File: config.mk
export PLATFORM = sky130hd
export DESIGN_NAME = sgc_global_ctrl
export DESIGN_NICKNAME = d
export VERILOG_FILES = /design/src/verilog/sgc_global_ctrl.v /design/src/verilog/sgc_storm_port.v
export VERILOG_INCLUDE_DIRS = /design/src /design/src/verilog
export SDC_FILE = /design/constraint.sdc
export NUM_CORES = 1
export LEC_CHECK = 0
export ABC_AREA = 0
export BUFFER_PORTS_ARGS = -buffer_cell sky130_fd_sc_hd__buf_2
export CORE_MARGIN = 3
export CORE_UTILIZATION = 35
export DETAILED_ROUTE_END_ITERATION = 12
export HOLD_SLACK_MARGIN = 0.08
export SETUP_SLACK_MARGIN = 0.2
export SLEW_MARGIN = 20
export SYNTH_ARGS = -nofsm -noshare
export SYNTH_HDL_FRONTEND = slang
export SYNTH_SLANG_ARGS = --single-unit
File: constraint.sdc
create_clock -name ref_clk_in -period 2.6 [get_ports ref_clk_in]
set_input_delay 0 -clock ref_clk_in [delete_from_list [all_inputs] [get_ports ref_clk_in]]
set_output_delay 0 -clock ref_clk_in [all_outputs]
set_load 0.05 [all_outputs]
File: src/verilog/sgc_regs.vh
// Register offsets, field positions, reset values and timing for the global control slice
`ifndef SGC_REGS_VH
`define SGC_REGS_VH
`define SGC_OFF_CTRL4 8'h06
`define SGC_OFF_RATE_LO 8'h07
`define SGC_OFF_TEST_A 8'h08
`define SGC_OFF_TEST_B 8'h09
`define SGC_OFF_TEST_C 8'h0a
`define SGC_OFF_MISC 8'h0b
`define SGC_BIT_SPEED 4
`define SGC_BIT_NULLVID 3
`define SGC_RATE_HI_MSB 2
`define SGC_MISC_RSVD_BIT 7
`define SGC_RST_CTRL4_LOW 8'h00
`define SGC_RST_RATE_LO 8'h4a
`define SGC_RST_TEST_A 8'h00
`define SGC_RST_TEST_B 8'h4c
`define SGC_RST_TEST_C 8'h00
`define SGC_RST_MISC 8'h00
`define SGC_MISC_RW_MASK 8'h7f
`define SGC_PERIOD_100_MS 50
`define SGC_PERIOD_10_MS 500
`define SGC_CLK_HZ 40000000
`define SGC_BLOCK_BYTES 64
`endif

File: src/verilog/sgc_global_ctrl.v
// Global control registers 0x06 to 0x0b with broadcast storm limiting
//
// Summary of operation
// Bit 4 of offset 0x06 selects the fifth-port MAC speed, 1 for 10Mbps and 0 for 100Mbps.
// The speed bit is loaded from the speed strap pin at reset, pull-down giving 100Mbps by default.
// Bit 3 of offset 0x06 enables replacing a null VLAN identifier with the 12-bit port identifier.
// The 11-bit storm threshold takes bits 10:8 from 0x06 bits 2:0 and bits 7:0 from 0x07, in 64-byte blocks.
// The measurement period is 50 ms at 100 megabit and 500 ms at 10 megabit.
// The threshold resets to 000 in the upper bits and 0x4a in the low byte.
// Offsets 0x08, 0x09 and 0x0a are read-only and read 0x00, 0x4c and 0x00.
// Bit 7 of offset 0x0b is reserved, read-only and reads 0.
// Broadcast blocks are counted per port each period and further broadcast frames are dropped at the threshold.
`timescale 1ns/1ps
`include "sgc_regs.vh"
module sgc_global_ctrl #(
  parameter NUM_PORTS = 5,
  parameter PERIOD_100_CYC = (`SGC_CLK_HZ / 1000) * `SGC_PERIOD_100_MS,
  parameter PERIOD_10_CYC = (`SGC_CLK_HZ / 1000) * `SGC_PERIOD_10_MS
) (
  // Clock and reset
  input wire ref_clk_in,
  input wire reset_in,
  // Strap pin
  input wire speed_strap_pin_in,
  // Register port
  input wire [7:0] reg_addr_in,
  input wire reg_wr_in,
  input wire [7:0] reg_wdata_in,
  output reg [7:0] reg_rdata_out,
  // Frame steering
  output wire port5_switch_mac_interface_10m_out,
  output wire null_vid_replace_out,
  output wire [10:0] storm_threshold_out,
  // Per-port broadcast traffic
  input wire [NUM_PORTS-1:0] bcast_sof_in,
  input wire [NUM_PORTS-1:0] bcast_block_in,
  output wire [NUM_PORTS-1:0] bcast_drop_out
);

  ////////////////////////////////////////////////////////////////////////////
  // Local constants
  localparam CNT_W = 11;
  localparam PER_W = 32;
  localparam [PER_W-1:0] PER_100_LEN = PERIOD_100_CYC;
  localparam [PER_W-1:0] PER_10_LEN = PERIOD_10_CYC;
  localparam [PER_W-1:0] PER_ONE = {{(PER_W-1){1'b0}}, 1'b1};
  localparam [PER_W-1:0] PER_ZERO = {PER_W{1'b0}};
  localparam [7:0] RST_CTRL4 = `SGC_RST_CTRL4_LOW;
  localparam [7:0] RST_RATE_LO = `SGC_RST_RATE_LO;
  localparam [7:0] RST_MISC = `SGC_RST_MISC;
  localparam [7:0] MISC_RW_MASK = `SGC_MISC_RW_MASK;
  localparam SEL_CTRL4 = 0;
  localparam SEL_RATE_LO = 1;
  localparam SEL_TEST_A = 2;
  localparam SEL_TEST_B = 3;
  localparam SEL_TEST_C = 4;
  localparam SEL_MISC = 5;
  localparam NUM_SEL = 6;

  ////////////////////////////////////////////////////////////////////////////
  // Strap synchroniser and reset capture
  // The strap pin is asynchronous, so only the second flop is ever read
  reg strap_s1_ff;
  reg strap_s2_ff;
  reg rst_d_ff;
  wire strap_load;

  always @(posedge ref_clk_in) begin
    strap_s1_ff <= speed_strap_pin_in;
    strap_s2_ff <= strap_s1_ff;
  end

  always @(posedge ref_clk_in) begin
    rst_d_ff <= reset_in;
  end

  // Strap is taken in the cycle after reset is released, once the synchroniser holds a clean level
  assign strap_load = rst_d_ff & ~reset_in;

  ////////////////////////////////////////////////////////////////////////////
  // Address decode, one select line per implemented offset
  reg [NUM_SEL-1:0] sel_vec;
  always @* begin
    sel_vec = {NUM_SEL{1'b0}};
    case (reg_addr_in)
      `SGC_OFF_CTRL4: begin
        sel_vec[SEL_CTRL4] = 1'b1;
      end
      `SGC_OFF_RATE_LO: begin
        sel_vec[SEL_RATE_LO] = 1'b1;
      end
      `SGC_OFF_TEST_A: begin
        sel_vec[SEL_TEST_A] = 1'b1;
      end
      `SGC_OFF_TEST_B: begin
        sel_vec[SEL_TEST_B] = 1'b1;
      end
      `SGC_OFF_TEST_C: begin
        sel_vec[SEL_TEST_C] = 1'b1;
      end
      `SGC_OFF_MISC: begin
        sel_vec[SEL_MISC] = 1'b1;
      end
      default: begin
        sel_vec = {NUM_SEL{1'b0}};
      end
    endcase
  end

  // Only writable offsets get a strobe; test offsets and holes swallow writes
  wire wr_ctrl4;
  wire wr_rate;
  wire wr_misc;
  assign wr_ctrl4 = reg_wr_in & sel_vec[SEL_CTRL4];
  assign wr_rate = reg_wr_in & sel_vec[SEL_RATE_LO];
  assign wr_misc = reg_wr_in & sel_vec[SEL_MISC];

  ////////////////////////////////////////////////////////////////////////////
  // Offset 0x06 upper bits, plain storage for the neighbouring interface controls
  reg [2:0] ctrl4_top_ff;
  reg [2:0] nxt_ctrl4_top;
  always @* begin
    nxt_ctrl4_top = ctrl4_top_ff;
    if (wr_ctrl4) begin
      nxt_ctrl4_top = reg_wdata_in[7:5];
    end
  end
  always @(posedge ref_clk_in) begin
    if (reset_in) begin
      ctrl4_top_ff <= RST_CTRL4[7:5];
    end else begin
      ctrl4_top_ff <= nxt_ctrl4_top;
    end
  end

  ////////////////////////////////////////////////////////////////////////////
  // Speed bit, the strap wins over a write in the first cycle after release
  reg speed_ff;
  reg nxt_speed;
  always @* begin
    nxt_speed = speed_ff;
    if (wr_ctrl4) begin
      nxt_speed = reg_wdata_in[`SGC_BIT_SPEED];
    end
    if (strap_load) begin
      nxt_speed = strap_s2_ff;
    end
  end
  always @(posedge ref_clk_in) begin
    if (reset_in) begin
      speed_ff <= RST_CTRL4[`SGC_BIT_SPEED];
    end else begin
      speed_ff <= nxt_speed;
    end
  end

  ////////////////////////////////////////////////////////////////////////////
  // Null identifier replacement enable
  reg nullvid_ff;
  reg nxt_nullvid;
  always @* begin
    nxt_nullvid = nullvid_ff;
    if (wr_ctrl4) begin
      nxt_nullvid = reg_wdata_in[`SGC_BIT_NULLVID];
    end
  end
  always @(posedge ref_clk_in) begin
    if (reset_in) begin
      nullvid_ff <= RST_CTRL4[`SGC_BIT_NULLVID];
    end else begin
      nullvid_ff <= nxt_nullvid;
    end
  end

  ////////////////////////////////////////////////////////////////////////////
  // Storm threshold upper bits
  reg [2:0] rate_hi_ff;
  reg [2:0] nxt_rate_hi;
  always @* begin
    nxt_rate_hi = rate_hi_ff;
    if (wr_ctrl4) begin
      nxt_rate_hi = reg_wdata_in[`SGC_RATE_HI_MSB:0];
    end
  end
  always @(posedge ref_clk_in) begin
    if (reset_in) begin
      rate_hi_ff <= RST_CTRL4[`SGC_RATE_HI_MSB:0];
    end else begin
      rate_hi_ff <= nxt_rate_hi;
    end
  end

  ////////////////////////////////////////////////////////////////////////////
  // Storm threshold low byte
  reg [7:0] rate_lo_ff;
  reg [7:0] nxt_rate_lo;
  always @* begin
    nxt_rate_lo = rate_lo_ff;
    if (wr_rate) begin
      nxt_rate_lo = reg_wdata_in;
    end
  end
  always @(posedge ref_clk_in) begin
    if (reset_in) begin
      rate_lo_ff <= RST_RATE_LO;
    end else begin
      rate_lo_ff <= nxt_rate_lo;
    end
  end

  ////////////////////////////////////////////////////////////////////////////
  // Offset 0x0b, reserved top bit is masked off so it can never be stored
  reg [6:0] misc_ff;
  reg [6:0] nxt_misc;
  wire [7:0] misc_wdata;
  assign misc_wdata = reg_wdata_in & MISC_RW_MASK;
  always @* begin
    nxt_misc = misc_ff;
    if (wr_misc) begin
      nxt_misc = misc_wdata[6:0];
    end
  end
  always @(posedge ref_clk_in) begin
    if (reset_in) begin
      misc_ff <= RST_MISC[6:0];
    end else begin
      misc_ff <= nxt_misc;
    end
  end

  ////////////////////////////////////////////////////////////////////////////
  // Read views of the mixed registers
  reg [7:0] ctrl4_view;
  reg [7:0] misc_view;
  always @* begin
    ctrl4_view = 8'h00;
    ctrl4_view[7:5] = ctrl4_top_ff;
    ctrl4_view[`SGC_BIT_SPEED] = speed_ff;
    ctrl4_view[`SGC_BIT_NULLVID] = nullvid_ff;
    ctrl4_view[`SGC_RATE_HI_MSB:0] = rate_hi_ff;
  end
  always @* begin
    misc_view = 8'h00;
    misc_view[6:0] = misc_ff;
    misc_view[`SGC_MISC_RSVD_BIT] = 1'b0;
  end

  ////////////////////////////////////////////////////////////////////////////
  // Read path, and-or mux so an unmapped offset reads zero
  always @* begin
    reg_rdata_out = 8'h00;
    if (sel_vec[SEL_CTRL4]) begin
      reg_rdata_out = reg_rdata_out | ctrl4_view;
    end
    if (sel_vec[SEL_RATE_LO]) begin
      reg_rdata_out = reg_rdata_out | rate_lo_ff;
    end
    if (sel_vec[SEL_TEST_A]) begin
      reg_rdata_out = reg_rdata_out | `SGC_RST_TEST_A;
    end
    if (sel_vec[SEL_TEST_B]) begin
      reg_rdata_out = reg_rdata_out | `SGC_RST_TEST_B;
    end
    if (sel_vec[SEL_TEST_C]) begin
      reg_rdata_out = reg_rdata_out | `SGC_RST_TEST_C;
    end
    if (sel_vec[SEL_MISC]) begin
      reg_rdata_out = reg_rdata_out | misc_view;
    end
  end

  ////////////////////////////////////////////////////////////////////////////
  // Control outputs
  assign port5_switch_mac_interface_10m_out = speed_ff;
  assign null_vid_replace_out = nullvid_ff;
  assign storm_threshold_out = {rate_hi_ff, rate_lo_ff};

  ////////////////////////////////////////////////////////////////////////////
  // Measurement period timer, length follows the selected speed
  // A speed change takes effect at the next compare, so one period may run long or short
  reg [PER_W-1:0] period_cnt_ff;
  reg period_tick_ff;
  reg [PER_W-1:0] nxt_period_cnt;
  reg nxt_period_tick;
  wire [PER_W-1:0] period_len;
  wire period_end;
  assign period_len = speed_ff ? PER_10_LEN : PER_100_LEN;
  assign period_end = (period_cnt_ff >= period_len - PER_ONE);
  always @* begin
    nxt_period_cnt = period_cnt_ff + PER_ONE;
    nxt_period_tick = 1'b0;
    if (period_end) begin
      nxt_period_cnt = PER_ZERO;
      nxt_period_tick = 1'b1;
    end
  end
  always @(posedge ref_clk_in) begin
    if (reset_in) begin
      period_cnt_ff <= PER_ZERO;
      period_tick_ff <= 1'b0;
    end else begin
      period_cnt_ff <= nxt_period_cnt;
      period_tick_ff <= nxt_period_tick;
    end
  end

  ////////////////////////////////////////////////////////////////////////////
  // Per-port storm counters
  genvar gi;
  generate
    for (gi = 0; gi < NUM_PORTS; gi = gi + 1) begin : g_port
      sgc_storm_port #(
        .CNT_W(CNT_W)
      ) u_port (
        .ref_clk_in(ref_clk_in),
        .reset_in(reset_in),
        .period_tick_in(period_tick_ff),
        .threshold_in(storm_threshold_out),
        .bcast_sof_in(bcast_sof_in[gi]),
        .bcast_block_in(bcast_block_in[gi]),
        .drop_out(bcast_drop_out[gi])
      );
    end
  endgenerate

endmodule

File: src/verilog/sgc_storm_port.v
// Per-port broadcast storm block counter
`timescale 1ns/1ps
module sgc_storm_port #(
  parameter CNT_W = 11
) (
  // Clock and reset
  input wire ref_clk_in,
  input wire reset_in,
  // Period and threshold
  input wire period_tick_in,
  input wire [CNT_W-1:0] threshold_in,
  // Broadcast traffic
  input wire bcast_sof_in,
  input wire bcast_block_in,
  output wire drop_out
);
  reg [CNT_W-1:0] count_ff;
  reg drop_ff;
  wire at_limit;
  assign at_limit = (count_ff >= threshold_in);
  assign drop_out = drop_ff;
  always @(posedge ref_clk_in) begin
    if (reset_in | period_tick_in) begin
      count_ff <= {CNT_W{1'b0}};
      drop_ff <= 1'b0;
    end else begin
      // Drop decision is latched at frame start and held until the next frame start, though a period tick clears it mid-frame
      if (bcast_sof_in)
        drop_ff <= at_limit;
      if (bcast_block_in && !at_limit)
        count_ff <= count_ff + {{(CNT_W-1){1'b0}}, 1'b1};
    end
  end
endmodule
# Word level (Yosys, flattened, before mapping)
# Index checks and enable logic that the tools add are counted.
totals:
  reg_bits: 119
  latchBits: 0
  ramBits: 0
  romBits: 0
  in_bits: 30
  wordCells: 70
  mem_count: 0
op_classes:
  add_sub_neg: 7
  multipliers: 0
  div: 0
  magnitude_cmp: 6
  n_eq_ne: 4
  shifts: 0
  mux: 12
  bitwise_logic: 8
  reduce_logical: 12
ops:
  columns: ["op", "count"]
  rows:
  - ["11-bit by 1-bit adder with 11-bit output (second input constant)", 5]
  - ["11-bit >= comparator", 5]
  - ["32-bit by 1-bit adder with 32-bit output (second input constant)", 1]
  - ["32-bit >= comparator", 1]
  - ["25-bit by 1-bit subtractor with 26-bit output (second input constant)", 1]
  - ["25-bit two-way mux", 1]
  - ["8-bit two-way mux", 3]
  - ["8-bit by 3-bit == test with 1-bit output (second input constant)", 2]
  - ["8-bit by 4-bit == test with 1-bit output (second input constant)", 2]
  - ["8-bit by 7-bit bitwise OR with 8-bit output", 1]
  - ["8-bit bitwise OR", 1]
  - ["1-bit two-way mux", 7]
  - ["7-bit two-way mux", 1]
  - ["1-bit logical AND", 5]
  - ["1-bit zero test", 5]
  - ["1-bit AND", 4]
  - ["2-bit nonzero test", 1]
  - ["2-bit OR reduction", 1]
  - ["1-bit NOT", 1]
  - ["1-bit bitwise OR", 1]

# Longest topological paths before layout
depth:
  depth_word: 8
  mapped_depth: 10
  depth_no_buf: 8

# By module
# A second synthesis with hierarchy kept.
hier_totals:
  cells_unflattened: 860
  hier_area_um2: 7297.0
by_module_without_submodules:
  columns: ["module", "n_inst", "cells_each", "area_each_um2", "seq_area_each_um2"]
  rows:
  - ["sgc_storm_port", 5, 110, 914.6, 240.2]
  - ["sgc_global_ctrl", 1, 310, 2723.9, 1181.1]

# Least setup slack after synthesis
# Ideal clock, no wire load.
synth_timing:
  kind: "register to register"
  startpoint: "reg speed_ff, in the netlist port5_switch_mac_interface_10m_out"
  endpoint: "reg period_cnt_ff[10]"
  setup_time_ns: 0.065
  arrival_time_ns: 2.863
  required_time_ns: 2.535
  slack_ns: -0.328
  path_stages_with_launch: 11
  path_buffers: 2
  synth_period_minus_slack_ns: 2.928
  path_cell_list: "dfxtp_1 -> inv_1 -> ha_1 -> a211o_1 -> a221o_1 -> a41oi_1 -> o21ai_0 -> or2_2 -> buf_2 -> clkbuf_1 -> nor2_1"
synth_via:
  elab_chain_len: 4
synth_rtl:
  columns: ["element", "line", "rtl"]
  rows:
  - ["start, declared", "sgc_global_ctrl.v:138", "reg speed_ff;"]
  - ["start signal, assigned", "sgc_global_ctrl.v:151", "speed_ff <= RST_CTRL4[`SGC_BIT_SPEED];"]
  - ["start signal, assigned", "sgc_global_ctrl.v:153", "speed_ff <= nxt_speed;"]
  - ["25-bit two-way mux", "sgc_global_ctrl.v:287", "assign period_len = speed_ff ? PER_10_LEN : PER_100_LEN;"]
  - ["25-bit by 1-bit subtractor with 26-bit output", "sgc_global_ctrl.v:288", "assign period_end = (period_cnt_ff >= period_len - PER_ONE);"]
  - ["32-bit >= comparator", "sgc_global_ctrl.v:288", null]
  - ["2-bit OR reduction (no source line)", null, null]
  - ["end signal, assigned", "sgc_global_ctrl.v:302", "period_cnt_ff <= nxt_period_cnt;"]
  - ["end, declared", "sgc_global_ctrl.v:281", "reg [PER_W-1:0] period_cnt_ff;"]
# Every way passes these cells.
# A chain may end at the register's enable or synchronous reset.

# Final worst setup path
layout_timing:
  startpoint: "reg rate_lo_ff[6]"
  endpoint: "reg g_port[0].u_port.count_ff[9]"
layout_via:
  elab_chain_len: 3
layout_rtl:
  columns: ["element", "line", "rtl"]
  rows:
  - ["start, declared", "sgc_global_ctrl.v:195", "reg [7:0] rate_lo_ff;"]
  - ["start signal, assigned", "sgc_global_ctrl.v:207", "rate_lo_ff <= nxt_rate_lo;"]
  - ["11-bit >= comparator", "sgc_storm_port.v:20", "assign at_limit = (count_ff >= threshold_in);"]
  - ["1-bit zero test", "sgc_storm_port.v:30", "if (bcast_block_in && !at_limit)"]
  - ["1-bit logical AND", "sgc_storm_port.v:30", null]
  - ["end signal, assigned", "sgc_storm_port.v:24", "count_ff <= {CNT_W{1'b0}};"]
  - ["end signal, assigned", "sgc_storm_port.v:31", "count_ff <= count_ff + {{(CNT_W-1){1'b0}}, 1'b1};"]
  - ["end, declared", "sgc_storm_port.v:17", "reg [CNT_W-1:0] count_ff;"]
# Every way passes these cells.

==> results by group <==
Status
  – Status: finished clean

STA
  – Fin crit period: 2.42 ns
  – Worst Tran Pin Value: 0.831 ns
  – Worst slew margin: 44.6%
  – Max-slew violations: 0
  – Final Setup Violations: 0
  – Setup TNS: 0 ns
  – Hold Vio Cnt, Final: 0
  – RSZ-0062 raised after global routing: true
  – Worst Skew: 0.00787 ns
  – Fin Hold WS: 0.115 ns
  – Fmax: 414 MHz
  – Post-route clock period utilization: 92.9%

Detailed routing
  – DRT iter0 DRCs: 272
  – Pre-antenna DRT Iters: 4
  – Antenna-violating nets left: 0
  – Vias/cell: 5.17
  – Routed WL: 16,600 µm
  – WL per Instance: 14.9 µm
  – Remaining DRCs: 0
  – Total number of vias: 5,738

Floorplan
  – Die area: 0.0203 mm²
  – Core Rows: 49
  – Die Height: 142 µm
  – Initial core utilization: 35.9%
  – Number of top-level pins: 56
  – Core Region: 0.0181 mm²
  – Die X: 142 µm

Placement
  – Port bufs: 55
  – Post-DP HPWL: 11,100 µm
  – Gpl congestion: 0.812

Clock network
  – CTS tree: yes
  – Sink Count: 119
  – Clk slew on worst S/H paths: 0.06 ns
  – Num CTS Buffers: 17
  – Root Driver: clkbuf_16
  – CTS H-tree depth: 4
  – Clk Latency, worst-skew pair: 0.42 ns
  – Longest Clk Path Bufs: 2

Yosys
  – Area of the mapped netlist: 0.00651 mm²
  – Async SR Flop Fraction: 0%
  – Yosys warning total: 0
  – Cells after Synth: 758
  – Post-synth EDFFs: 0
  – Top FF cell, synth: dfxtp_1
  – Post-synth top area cell: dfxtp_1
  – Post-Syn Area per Cell: 8.59 µm²
  – Ranking of synthesized cells by area: dfxtp_1 (37%), ha_1 (14%), nor2_1 (5.0%)
  – Yosys reg bits: 119
  – Post-synthesis sequential area ratio: 36.6%
  – Unique masters post-synth: 60
  – Synth top area share: 36.6%

Global route
  – First-pass GRT wire length: 27,300 µm
  – Largest net degree at the start of global routing: 39
  – Vias in the first global route: 5,535
  – Total GRT Usage: 16.7%
  – GR Overflow Total: 0
  – Antenna violations before repair: 0

Layout
  – Layout cell share with drive strength beyond 1: 19.0%
  – Area delta synth->final: 26.2%
  – Fill cells: 1,773
  – Multi-input logic area: 0.00405 mm²
  – Register area: 0.00243 mm²
  – Nets: 968
  – Inserted Diodes: 0

Power
  – VDD IR max: 0.513 mV
  – Leakage: 0.00328 µW
  – Power per cell area: 525 mW/mm²

Critical path
  – Worst Path Required: 2.95 ns
  – Critical path arrival: 2.76 ns
  – Worst Setup End Kind: register
  – Critical Path Source Type: register
  – Setup CP Type: reg -> reg
  – Worst-path maximum fanout: 5

Worst hold path
  – Min-Delay Path Class: in -> reg

Run
  – Max Cap Viol: 0
## cell type report
type                    count  share of cell area (%)
multi-input cells         593                    49.3
flip-flops and latches    119                    29.5
repair buffers            111                    9.24
clock buffers              19                    5.65
well taps                 229                    3.49
inverters                  25                    1.45
clock inverters            13                    1.37
## repair_timing
action / in CTS / in global routing
pin swaps: 0 / 5
hold endpoints to repair: 41 / 0
hold buffers: 23 / 0
gates cloned: 0 / 3
setup endpoints to repair: 29 / 62
gates resized for setup: 8 / 24
buffers inserted: 9 / 8
## layer usage
metal	track usage (%)	routed length [µm]	up-vias
li1	-	-	2938
met1	21.7	7850	2667
met2	26.5	7610	111
met3	4.74	724	22
met4	6.00	372	0
met5	0	0	-
## final timing paths
path	from	end	slack (ns)	cells past startpoint
setup reg to reg	rate_lo_ff[6]$_SDFFE_PP1P_	g_port[0].u_port.count_ff[9]$_SDFFE_PP0P_	0.18	8
setup / recovery	rate_lo_ff[6]$_SDFFE_PP1P_	g_port[0].u_port.count_ff[9]$_SDFFE_PP0P_	0.18	8
hold reg to reg	strap_s1_ff$_DFF_P_	strap_s2_ff$_DFF_P_	0.33	0
hold / removal	reg_addr_in[0]	rate_hi_ff[0]$_SDFFE_PP0P_	0.11	5
## stage by stage
step / util [%] / std cells / setup WS, ns / total power (µW) / area, µm²
2_1_floorplan: - / 763 / 0.203 / 1980 / 6610
3_3_place_gp: 39.3 / 1034 / 0.185 / 2040 / 7120
3_5_place_dp: 39.3 / 1034 / 0.112 / 2040 / 7120
4_1_cts: 44.2 / 1098 / 0.167 / 4350 / 8020
5_1_grt: 45.3 / 1109 / 0.0849 / 4470 / 8220
6_report: 45.3 / 1109 / 0.183 / 4310 / 8220
## cells by family (layout without fill, tap and decap cells)
kind of cell    after synthesis  after routing  share of synthesized area, %
mux                          11             11                          1.71
compound gates              138            138                          13.5
xor+xnor                     51             51                          6.86
flops                       119            119                          36.6
buf+inv                      53            168                          3.59
simple gates                314            316                          24.0
fa+ha+maj                    71             71                          13.6
other cells                   1              6                        0.0576
## power by group
group          internal, µW  switching, µW
clock                  1330            948
combinational          84.3            109
sequential             1830           13.5
total                  3240           1070
## worst max-delay path, stage by stage, from the launching register on
cell and delay (ns):
dfxtp_4 0.38, clkinvlp_4 0.23, ha_1 0.40, a21oi_2 0.19, o2111ai_2 0.14, a21o_2 0.25
buf_4 0.14, or4_1 0.46, a21oi_1 0.15
## cells in the mapped netlist (9+ instances only)
cell type  number
nand2_1        71
xnor2_1        25
xor2_1         26
clkbuf_1       17
and3_1         15
dfxtp_1       119
inv_1          25
o21ai_0        30
nor2_1         87
ha_1           71
o21a_1          9
nor3_1         18
nand4_1        18
or3_1          15
a21oi_1        43
nand3_1        43
mux2i_1        10
## flip-flops by register name, indices dropped and copies added (netlist names)
signal / flops
g_port.u_port.count_ff: 55
period_cnt_ff: 32
rate_lo_ff: 8
misc_ff: 7
g_port.u_port.drop_out: 5
ctrl4_top_ff: 3
rate_hi_ff: 3
null_vid_replace_out: 1
period_tick_ff: 1
port5_switch_mac_interface_10m_out: 1
rst_d_ff: 1
strap_s1_ff: 1
strap_s2_ff: 1
## placed cells by master, fill, tap and decap left out, types with 5 or more instances in the layout
cell | Yosys | layout
o211ai_1 | 6 | 6
dfxtp_4 | 0 | 11
a21o_1 | 8 | 7
inv_1 | 25 | 18
a22oi_1 | 6 | 6
buf_4 | 6 | 31
nand3_1 | 43 | 41
buf_2 | 3 | 55
clkinv_4 | 0 | 5
nand4_1 | 18 | 18
clkinvlp_4 | 0 | 8
or4_1 | 5 | 5
o21a_1 | 9 | 9
nor3_1 | 18 | 18
a21oi_1 | 43 | 41
o31ai_1 | 5 | 5
or3_1 | 15 | 15
clkbuf_16 | 0 | 18
nand3b_1 | 6 | 6
conb_1 | 1 | 6
and3_1 | 15 | 15
mux2i_1 | 10 | 10
xor2_1 | 26 | 26
dlygate4sd3_1 | 0 | 23
o21ai_0 | 30 | 26
nand2b_1 | 5 | 5
and4_1 | 8 | 8
xnor2_1 | 25 | 25
ha_1 | 71 | 67
nand2_1 | 71 | 71
nor4_1 | 6 | 5
nor2_1 | 87 | 86
dfxtp_1 | 119 | 106
No activity file was read; power rests on OpenSTA's default activity.
